[src/ppm_consts.svh]
/*
 * Offsets, field positions, reset values and fixed codes for the port
 * power-management and message-interrupt register bank.
 * Assumes inclusion by bare name from the bank's module and the bench.
 */
`ifndef PPM_CONSTS_SVH
`define PPM_CONSTS_SVH
// Function
// - Power state field reports and accepts D0/D3hot
// - D1 and D2 codes treated as reserved
// - Context preserve bit resets to one
// - Sticky event enable gates event messages
// - Hot reset leaves event enable unchanged
// - Status sets on own event, write-one clears
// - Forwarded events never set status
// - Upstream port never sets event status
// - Unimplemented data and bus fields read zero
// - Capability header reads id 0x5, next 0
// - Interrupt enable at bit 16, reset zero
// - Single message enable, capable field zero
// - Wide address capable bit reads one
// - Lower address bits 1:0 read zero
// - Non-zero upper address selects 64-bit write
// - Downstream interrupt writes route upstream
// - Payload low 16 bits, upper read zero

// ----------------------------------------------------------------
// Register byte offsets
// ----------------------------------------------------------------
`define PPM_OFS_PMCTL   8'hc4
`define PPM_OFS_CAPCTL  8'hd0
`define PPM_OFS_ADDRLO  8'hd4
`define PPM_OFS_ADDRHI  8'hd8
`define PPM_OFS_PAYLOAD 8'hdc

// ----------------------------------------------------------------
// Field positions
// ----------------------------------------------------------------
`define PPM_PS_LSB      0
`define PPM_CTXP_BIT    3
`define PPM_PMEN_BIT    8
`define PPM_PMST_BIT    15
`define PPM_MSIEN_BIT   16
`define PPM_W64_BIT     23

// ----------------------------------------------------------------
// Reset values and fixed codes
// ----------------------------------------------------------------
`define PPM_PS_D0       2'h0
`define PPM_PS_D3HOT    2'h3
`define PPM_CTXP_RST    1'h1
`define PPM_CAP_ID      8'h05
`define PPM_NEXT_PTR    8'h00
`define PPM_MMSG_ONE    3'h0
`define PPM_MMC_ZERO    3'h0
`define PPM_W64_VAL     1'h1
`define PPM_RESP_OKAY   2'h0
`define PPM_RESP_SLVERR 2'h2
`endif

[src/ppm_pkg.sv]
/*
 * Types for the port power-management and message-interrupt bank.
 * Assumes nothing beyond the constants header.
 */
package ppm_pkg;
    // Message write sequencer states
    typedef enum logic [1:0] {
        PPM_IDLE = 2'b01,
        PPM_SEND = 2'b10
    } ppm_msg_state_type;
endpackage

[src/ppm_bank.sv]
/*
 * Port power-management control/status and message-signaled interrupt
 * capability registers, reached over AXI4-Lite, plus the interrupt
 * memory-write request toward the upstream port.
 * Assumes one core clock; event inputs come from same-clock logic.
 * HOT_RESET is a synchronous pulse from the link layer.
 */
// Implementation choice: the AXI4-Lite slave port.
`timescale 1ns/1ns
`include "ppm_consts.svh"

module ppm_bank #(
    parameter bit IS_UPSTREAM = 1'b0
) (
    // Clock and resets
    input  wire logic        REF_CLK,
    input  wire logic        RST,
    input  wire logic        HOT_RESET,
    // AXI4-Lite write address
    input  wire logic [7:0]  AWADDR,
    input  wire logic        AWVALID,
    output logic             AWREADY,
    // AXI4-Lite write data
    input  wire logic [31:0] WDATA,
    input  wire logic [3:0]  WSTRB,
    input  wire logic        WVALID,
    output logic             WREADY,
    // AXI4-Lite write response
    output logic [1:0]       BRESP,
    output logic             BVALID,
    input  wire logic        BREADY,
    // AXI4-Lite read address
    input  wire logic [7:0]  ARADDR,
    input  wire logic        ARVALID,
    output logic             ARREADY,
    // AXI4-Lite read data
    output logic [31:0]      RDATA,
    output logic [1:0]       RRESP,
    output logic             RVALID,
    input  wire logic        RREADY,
    // Port events
    input  wire logic        PM_EVENT_OWN,
    input  wire logic        PM_EVENT_FWD,
    input  wire logic        INTR_EVENT,
    // Power state and wakeup status
    output logic [1:0]       POWER_STATE,
    output logic             PM_MSG_REQ,
    // Interrupt memory write toward upstream port
    output logic             MSG_VALID,
    input  wire logic        MSG_READY,
    output logic [63:0]      MSG_ADDR,
    output logic             MSG_ADDR64,
    output logic [15:0]      MSG_DATA,
    output logic             MSG_TO_UPSTREAM
);

    // ----------------------------------------------------------------
    // Register state
    // ----------------------------------------------------------------
    logic [1:0]  power_state_field_q;
    logic        pm_event_enable_q;
    logic        pm_event_status_q;
    logic        msi_enable_q;
    logic [29:0] lower_address_q;
    logic [31:0] upper_message_address_q;
    logic [15:0] message_payload_field_q;

    // ----------------------------------------------------------------
    // AXI4-Lite write path
    // ----------------------------------------------------------------
    logic        aw_held_q;
    logic        w_held_q;
    logic [7:0]  aw_addr_q;
    logic [31:0] w_data_q;
    logic [3:0]  w_strb_q;
    logic        wr_fire;
    logic        wr_hit;

    assign AWREADY = !aw_held_q && !BVALID;
    assign WREADY  = !w_held_q && !BVALID;
    assign wr_fire = aw_held_q && w_held_q && !BVALID;

    // Capture address and data independently, either order
    always_ff @(posedge REF_CLK or posedge RST) begin
        if (RST) begin
            aw_held_q <= 1'b0;
            w_held_q  <= 1'b0;
            aw_addr_q <= 8'h00;
            w_data_q  <= 32'h0000_0000;
            w_strb_q  <= 4'h0;
        end else begin
            if (AWVALID && AWREADY) begin
                aw_held_q <= 1'b1;
                aw_addr_q <= AWADDR;
            end else if (wr_fire) begin
                aw_held_q <= 1'b0;
            end
            if (WVALID && WREADY) begin
                w_held_q <= 1'b1;
                w_data_q <= WDATA;
                w_strb_q <= WSTRB;
            end else if (wr_fire) begin
                w_held_q <= 1'b0;
            end
        end
    end

    // Address decode of the captured write
    always_comb begin
        if (aw_addr_q[7:2] == `PPM_OFS_PMCTL >> 2) begin
            wr_hit = 1'b1;
        end else if (aw_addr_q[7:2] == `PPM_OFS_CAPCTL >> 2) begin
            wr_hit = 1'b1;
        end else if (aw_addr_q[7:2] == `PPM_OFS_ADDRLO >> 2) begin
            wr_hit = 1'b1;
        end else if (aw_addr_q[7:2] == `PPM_OFS_ADDRHI >> 2) begin
            wr_hit = 1'b1;
        end else if (aw_addr_q[7:2] == `PPM_OFS_PAYLOAD >> 2) begin
            wr_hit = 1'b1;
        end else begin
            wr_hit = 1'b0;
        end
    end

    // Write response, one cycle after both halves are held
    always_ff @(posedge REF_CLK or posedge RST) begin
        if (RST) begin
            BVALID <= 1'b0;
            BRESP  <= `PPM_RESP_OKAY;
        end else if (wr_fire) begin
            BVALID <= 1'b1;
            BRESP  <= wr_hit ? `PPM_RESP_OKAY : `PPM_RESP_SLVERR;
        end else if (BREADY) begin
            BVALID <= 1'b0;
        end
    end

    // One strobe per register for the write that completes this cycle
    logic wr_pm, wr_cap, wr_lo, wr_hi, wr_pay;
    assign wr_pm  = wr_fire && aw_addr_q[7:2] == `PPM_OFS_PMCTL >> 2;
    assign wr_cap = wr_fire && aw_addr_q[7:2] == `PPM_OFS_CAPCTL >> 2;
    assign wr_lo  = wr_fire && aw_addr_q[7:2] == `PPM_OFS_ADDRLO >> 2;
    assign wr_hi  = wr_fire && aw_addr_q[7:2] == `PPM_OFS_ADDRHI >> 2;
    assign wr_pay = wr_fire && aw_addr_q[7:2] == `PPM_OFS_PAYLOAD >> 2;

    // ----------------------------------------------------------------
    // Power management fields
    // ----------------------------------------------------------------
    // Power state: reserved D1/D2 codes are dropped, state kept
    always_ff @(posedge REF_CLK or posedge RST) begin
        if (RST) begin
            power_state_field_q <= `PPM_PS_D0;
        end else if (HOT_RESET) begin
            power_state_field_q <= `PPM_PS_D0;
        end else if (wr_pm && w_strb_q[0]) begin
            if (w_data_q[1:0] == `PPM_PS_D0 || w_data_q[1:0] == `PPM_PS_D3HOT) begin
                power_state_field_q <= w_data_q[1:0];
            end
        end
    end

    // Sticky enable: of the two resets only the cold reset RST clears it
    always_ff @(posedge REF_CLK or posedge RST) begin
        if (RST) begin
            pm_event_enable_q <= 1'b0;
        end else if (wr_pm && w_strb_q[1]) begin
            pm_event_enable_q <= w_data_q[`PPM_PMEN_BIT];
        end
    end

    // Sticky status: own event sets, set beats a write-one clear
    always_ff @(posedge REF_CLK or posedge RST) begin
        if (RST) begin
            pm_event_status_q <= 1'b0;
        end else if (PM_EVENT_OWN && !IS_UPSTREAM) begin
            pm_event_status_q <= 1'b1;
        end else if (wr_pm && w_strb_q[1] && w_data_q[`PPM_PMST_BIT]) begin
            pm_event_status_q <= 1'b0;
        end
    end

    // Event message only when enabled; forwarded events not counted
    assign PM_MSG_REQ  = PM_EVENT_OWN && pm_event_enable_q && !IS_UPSTREAM;
    assign POWER_STATE = power_state_field_q;

    // ----------------------------------------------------------------
    // Message interrupt registers
    // ----------------------------------------------------------------
    always_ff @(posedge REF_CLK or posedge RST) begin
        if (RST) begin
            msi_enable_q <= 1'b0;
        end else if (HOT_RESET) begin
            msi_enable_q <= 1'b0;
        end else if (wr_cap && w_strb_q[2]) begin
            msi_enable_q <= w_data_q[`PPM_MSIEN_BIT];
        end
    end

    // Address and payload, byte lanes honoured
    always_ff @(posedge REF_CLK or posedge RST) begin
        if (RST) begin
            lower_address_q         <= 30'h0000_0000;
            upper_message_address_q <= 32'h0000_0000;
            message_payload_field_q <= 16'h0000;
        end else if (HOT_RESET) begin
            lower_address_q         <= 30'h0000_0000;
            upper_message_address_q <= 32'h0000_0000;
            message_payload_field_q <= 16'h0000;
        end else begin
            for (int b = 0; b < 4; b++) begin
                if (wr_hi && w_strb_q[b]) begin
                    upper_message_address_q[b*8 +: 8] <= w_data_q[b*8 +: 8];
                end
            end
            if (wr_lo && w_strb_q[0]) begin
                lower_address_q[5:0] <= w_data_q[7:2];
            end
            if (wr_lo && w_strb_q[1]) begin
                lower_address_q[13:6] <= w_data_q[15:8];
            end
            if (wr_lo && w_strb_q[2]) begin
                lower_address_q[21:14] <= w_data_q[23:16];
            end
            if (wr_lo && w_strb_q[3]) begin
                lower_address_q[29:22] <= w_data_q[31:24];
            end
            if (wr_pay && w_strb_q[0]) begin
                message_payload_field_q[7:0] <= w_data_q[7:0];
            end
            if (wr_pay && w_strb_q[1]) begin
                message_payload_field_q[15:8] <= w_data_q[15:8];
            end
        end
    end

    // ----------------------------------------------------------------
    // AXI4-Lite read path
    // ----------------------------------------------------------------
    logic [31:0] rd_word;
    logic        rd_hit;

    assign ARREADY = !RVALID;

    // Read mux; unimplemented and reserved bits are zero
    always_comb begin
        rd_word = 32'h0000_0000;
        rd_hit  = 1'b1;
        if (ARADDR[7:2] == `PPM_OFS_PMCTL >> 2) begin
            rd_word[1:0]           = power_state_field_q;
            rd_word[`PPM_CTXP_BIT] = `PPM_CTXP_RST; // no loader path, so fixed
            rd_word[`PPM_PMEN_BIT] = pm_event_enable_q;
            rd_word[`PPM_PMST_BIT] = pm_event_status_q; // others zero
        end else if (ARADDR[7:2] == `PPM_OFS_CAPCTL >> 2) begin
            rd_word[7:0]            = `PPM_CAP_ID;
            rd_word[15:8]           = `PPM_NEXT_PTR;
            rd_word[`PPM_MSIEN_BIT] = msi_enable_q;
            rd_word[19:17]          = `PPM_MMC_ZERO;
            rd_word[22:20]          = `PPM_MMSG_ONE;
            rd_word[`PPM_W64_BIT]   = `PPM_W64_VAL;
        end else if (ARADDR[7:2] == `PPM_OFS_ADDRLO >> 2) begin
            rd_word = {lower_address_q, 2'b00};
        end else if (ARADDR[7:2] == `PPM_OFS_ADDRHI >> 2) begin
            rd_word = upper_message_address_q;
        end else if (ARADDR[7:2] == `PPM_OFS_PAYLOAD >> 2) begin
            rd_word = {16'h0000, message_payload_field_q};
        end else begin
            rd_hit = 1'b0;
        end
    end

    // Read data registered, one cycle after address taken
    always_ff @(posedge REF_CLK or posedge RST) begin
        if (RST) begin
            RVALID <= 1'b0;
            RDATA  <= 32'h0000_0000;
            RRESP  <= `PPM_RESP_OKAY;
        end else if (ARVALID && ARREADY) begin
            RVALID <= 1'b1;
            RDATA  <= rd_word;
            RRESP  <= rd_hit ? `PPM_RESP_OKAY : `PPM_RESP_SLVERR;
        end else if (RREADY) begin
            RVALID <= 1'b0;
        end
    end

    // ----------------------------------------------------------------
    // Interrupt memory write sequencer
    // ----------------------------------------------------------------
    ppm_pkg::ppm_msg_state_type msg_state_q;

    // An event while a write is pending is merged into it
    always_ff @(posedge REF_CLK or posedge RST) begin
        if (RST) begin
            msg_state_q <= ppm_pkg::PPM_IDLE;
            MSG_ADDR    <= 64'h0;
            MSG_ADDR64  <= 1'b0;
            MSG_DATA    <= 16'h0000;
        end else begin
            case (msg_state_q)
                ppm_pkg::PPM_IDLE: begin
                    if (INTR_EVENT && msi_enable_q) begin
                        msg_state_q <= ppm_pkg::PPM_SEND;
                        MSG_ADDR    <= {upper_message_address_q, lower_address_q, 2'b00};
                        MSG_ADDR64  <= upper_message_address_q != 32'h0;
                        MSG_DATA    <= message_payload_field_q;
                    end
                end
                ppm_pkg::PPM_SEND: begin
                    if (MSG_READY) begin
                        msg_state_q <= ppm_pkg::PPM_IDLE;
                    end
                end
                default: begin
                    msg_state_q <= ppm_pkg::PPM_IDLE;
                end
            endcase
        end
    end

    assign MSG_VALID       = msg_state_q == ppm_pkg::PPM_SEND;
    assign MSG_TO_UPSTREAM = !IS_UPSTREAM; // relies on
endmodule

[config.mk]
export PLATFORM = sky130hd
export DESIGN_NAME = ppm_bank
export DESIGN_NICKNAME = d
export VERILOG_FILES = /design/src/ppm_pkg.sv /design/src/ppm_bank.sv
export VERILOG_INCLUDE_DIRS = /design/src /design/src/src
export SDC_FILE = /design/constraint.sdc
export NUM_CORES = 1
export LEC_CHECK = 0
export BUFFER_PORTS_ARGS = -buffer_cell sky130_fd_sc_hd__buf_2
export CAP_MARGIN = 0
export CORE_MARGIN = 1
export CORE_UTILIZATION = 50
export DETAILED_ROUTE_END_ITERATION = 8
export PLACE_DENSITY = 0.84
export SLEW_MARGIN = 0
export SYNTH_ARGS = -nofsm -noshare
export SYNTH_HDL_FRONTEND = slang
export SYNTH_SLANG_ARGS = --single-unit
[constraint.sdc]
create_clock -name REF_CLK -period 7.9 [get_ports REF_CLK]
set_input_delay 0.395 -clock REF_CLK [delete_from_list [all_inputs] [get_ports REF_CLK]]
set_output_delay 0.395 -clock REF_CLK [all_outputs]
set_load 0.005 [all_outputs]
==> results.yml <==
critical_path:
  r2r_slack_ns: 5.37
  startpoint_type: "primary input"
  reg2reg_depth: 4
  crit_arrival_ns: 3.08
  crit_fanout: 14
  r2r_start: "RVALID"
  cp-end-kind: "register"
  r2r_end: "RDATA[24]"
  required_ns: 8.34
  worstSetupPathType: "in -> reg"
min_path:
  hp-class: "in -> async"
detailed_routing:
  drt-initial-drc-count: 403
  wl_um: 24000
  first_pass_iters: 5
  drc: 0
  wl_per_cell_um: 19.6
  ant_nets: 0
  vias_per_cell: 5.54
  vias: 6798
clock_tree:
  clock-root-buffer: "clkbuf_16"
  cts_tree: "done"
  cts_setup_buffers: 0
  clkTransAtPathRegs_ns: 0.06
  clk-insertion-delay-late_ns: 0.52
  cts_hold_buf: 0
  numCtsBuffers: 25
  cts_resized: 0
  cts_max_level: 1
  cts.sinks: 244
  cts.path.max_buffers: 3
floorplanning:
  die-width_um: 145
  initial_core_util: 0.515
  io-pin-count: 191
  dieHeight_um: 145
  core.rowCount: 51
  core_area_um2: 19700
  die_area_um2: 20900
logic_synthesis:
  postSynthAreaPerCell_um2: 13.2
  yosys_warnings: 0
  synth-seq-area-share: 0.601
  synth_flop_cell: "dfrtp_1"
  syn-cell-area_um2: 10200
  synth_cells: 771
  synth-async-reset-ratio: 1.00
  ys_ff_latch: 244
  synth-edff-count: 0
  synthDistinctLibCells: 48
placement:
  gp_routability_congestion: 0.763
  dpl.cell_count: 1181
  port_buffers: 180
  dp_hpwl_um: 15400
  dp_slack_ns: 4.80
pwr:
  switchingPower_w: 0.000841
  switching_share: 0.257
  pwr-share-comb: 0.127
  p_int_w: 0.00243
  p_clk_frac: 0.402
  p_leak_nw: 6.07
  p_seq_frac: 0.472
  vdd_drop_max_mv: 0.217
  power.density_nw_per_um2: 268
timing:
  setup_tns_ns: 0
  fin_crit_ns: 2.64
  drv_slew: 0
  max_freq_mhz: 379
  worst_slew_pin_slew_ns: 1.27
  layout_setup_ws_ns: 5.26
  fin_crit_sh: 0.334
  skew_ns: 0.0180
  final-hold-violation-count: 0
  finalSetupViolations: 0
  relSlewSlack: 0.155
  rsz0062_at_grt: "no"
final_layout:
  nets: 1007
  syn_to_final_growth_pct: 20.0
  drive_gt1_frac: 0.391
  stdcell_count: 1226
  final_util: 0.618
global_route:
  grt_pass1_wl_um: 37300
  grt_pass1_vias: 6749
  grt_usage: 0.235
  grt_overflow_total: 0
  antenna_found_initial: 1
  grt_max_degree: 113
outcome:
  status: "finished, final reports clean"
flow_run:
  drv_cap: 0
-- layout make-up --
type | instances | area [um^2]
flip-flops and latches | 244 | 6110
multi-input cells | 472 | 3810
repair buffers | 187 | 953
clock buffers | 33 | 716
well taps | 265 | 332
diodes | 1 | 2.50
inverters | 13 | 56.3
fillers | 1530 | 7530
clock inverters | 11 | 211
-- sequential cells by signal (all words and copies together), names as in the netlist --
| signal | flops |
|---|---|
| lower_address_q | 30 |
| MSG_ADDR | 62 |
| message_payload_field_q | 16 |
| msi_enable_q | 1 |
| msg_state_q | 2 |
| w_strb_q | 4 |
| RVALID | 1 |
| aw_addr_q | 6 |
| w_held_q | 1 |
| POWER_STATE | 2 |
| pm_event_enable_q | 1 |
| w_data_q | 32 |
| MSG_DATA | 16 |
| BVALID | 1 |
| BRESP | 1 |
| MSG_ADDR64 | 1 |
| pm_event_status_q | 1 |
| upper_message_address_q | 32 |
| RDATA | 32 |
| aw_held_q | 1 |
| RRESP | 1 |
-- how the worst max path moves through the flow --
stage / end / from / slack (ns)
after floorplan: BRESP[1] / RST / 0.81
after global placement: RDATA[19] / ARADDR[5] / 4.83
after detailed placement: RDATA[27] / ARADDR[5] / 4.80
after CTS: RDATA[24] / ARADDR[5] / 5.32
after global routing: RDATA[18] / ARADDR[5] / 5.15
final: RDATA[24] / ARADDR[5] / 5.26
-- worst max-delay path, stage by stage --
cell     delay, ns
buf_2         0.11
and4b_1       0.50
nand3_1       0.62
nor3b_2       1.14
a221o_1       0.31
-- kinds of logic after synthesis --
| kind of cell | count (synthesis) | share of synthesized area |
|---|---|---|
| other cells | 2 | 0.000739 |
| flops | 244 | 0.601 |
| simple gates | 179 | 0.0974 |
| buf+inv | 58 | 0.0248 |
| mux | 211 | 0.224 |
| compound gates | 77 | 0.0521 |
-- metrics by stage --
stage	cell area (um^2)	hold WS (ns)	power, W
4_1_cts	12200	0.0415	0.00329
6_report	12200	0.0238	0.00327
2_1_floorplan	10200	0.450	0.00184
5_1_grt	12200	0.0696	0.00339
3_5_place_dp	11300	0.466	0.00198
3_3_place_gp	11300	0.458	0.00195
-- power groups by stage --
stage	Sequential [W]	Clock (W)	Combinational (W)
global route	0.00156	0.00138	0.000454
finish	0.00154	0.00131	0.000413
CTS	0.00154	0.00133	0.000421
detailed placement	0.00156	0	0.000418
floorplan	0.00152	0	0.000323
global placement	0.00155	0	0.000404
-- placed cells by master, fill, tap and decap left out, types with 14 or more instances in the layout --
master       n
nor2_1      85
nand2_1     31
a221o_1     14
o21ai_0     27
buf_2      180
clkbuf_16   25
dfrtp_1    243
and2_1      15
mux2_2     130
mux2i_1     81
-- cells in the mapped netlist (all sizes together), types with 3 or more instances --
cell type,n,area (um^2)
a221o,14,140
inv,13,48.8
nand2b,5,31.3
nor2b,3,18.8
nand4b,3,32.5
and2,15,93.8
buf,17,97.6
nand2,31,116
nand3,3,15.0
a21oi,7,35.0
nor2,85,319
mux2i,81,811
a31oi,4,25.0
nand3b,4,46.3
o31ai,3,22.5
o21ai,27,135
a22oi,12,90.1
nor4,13,156
nor3,7,73.8
clkbuf,28,105
mux2,130,1460
dfrtp,243,6080
-- metal layers --
metal	up-vias	GRT usage	part of all wire
met2	219	0.378	0.48
met3	39	0.0334	0.053
li1	3071	-	-
met4	0	0.0632	0.017
met1	3469	0.333	0.45
met5	-	0	0
Note: power is estimated with default switching activity, not from simulation.
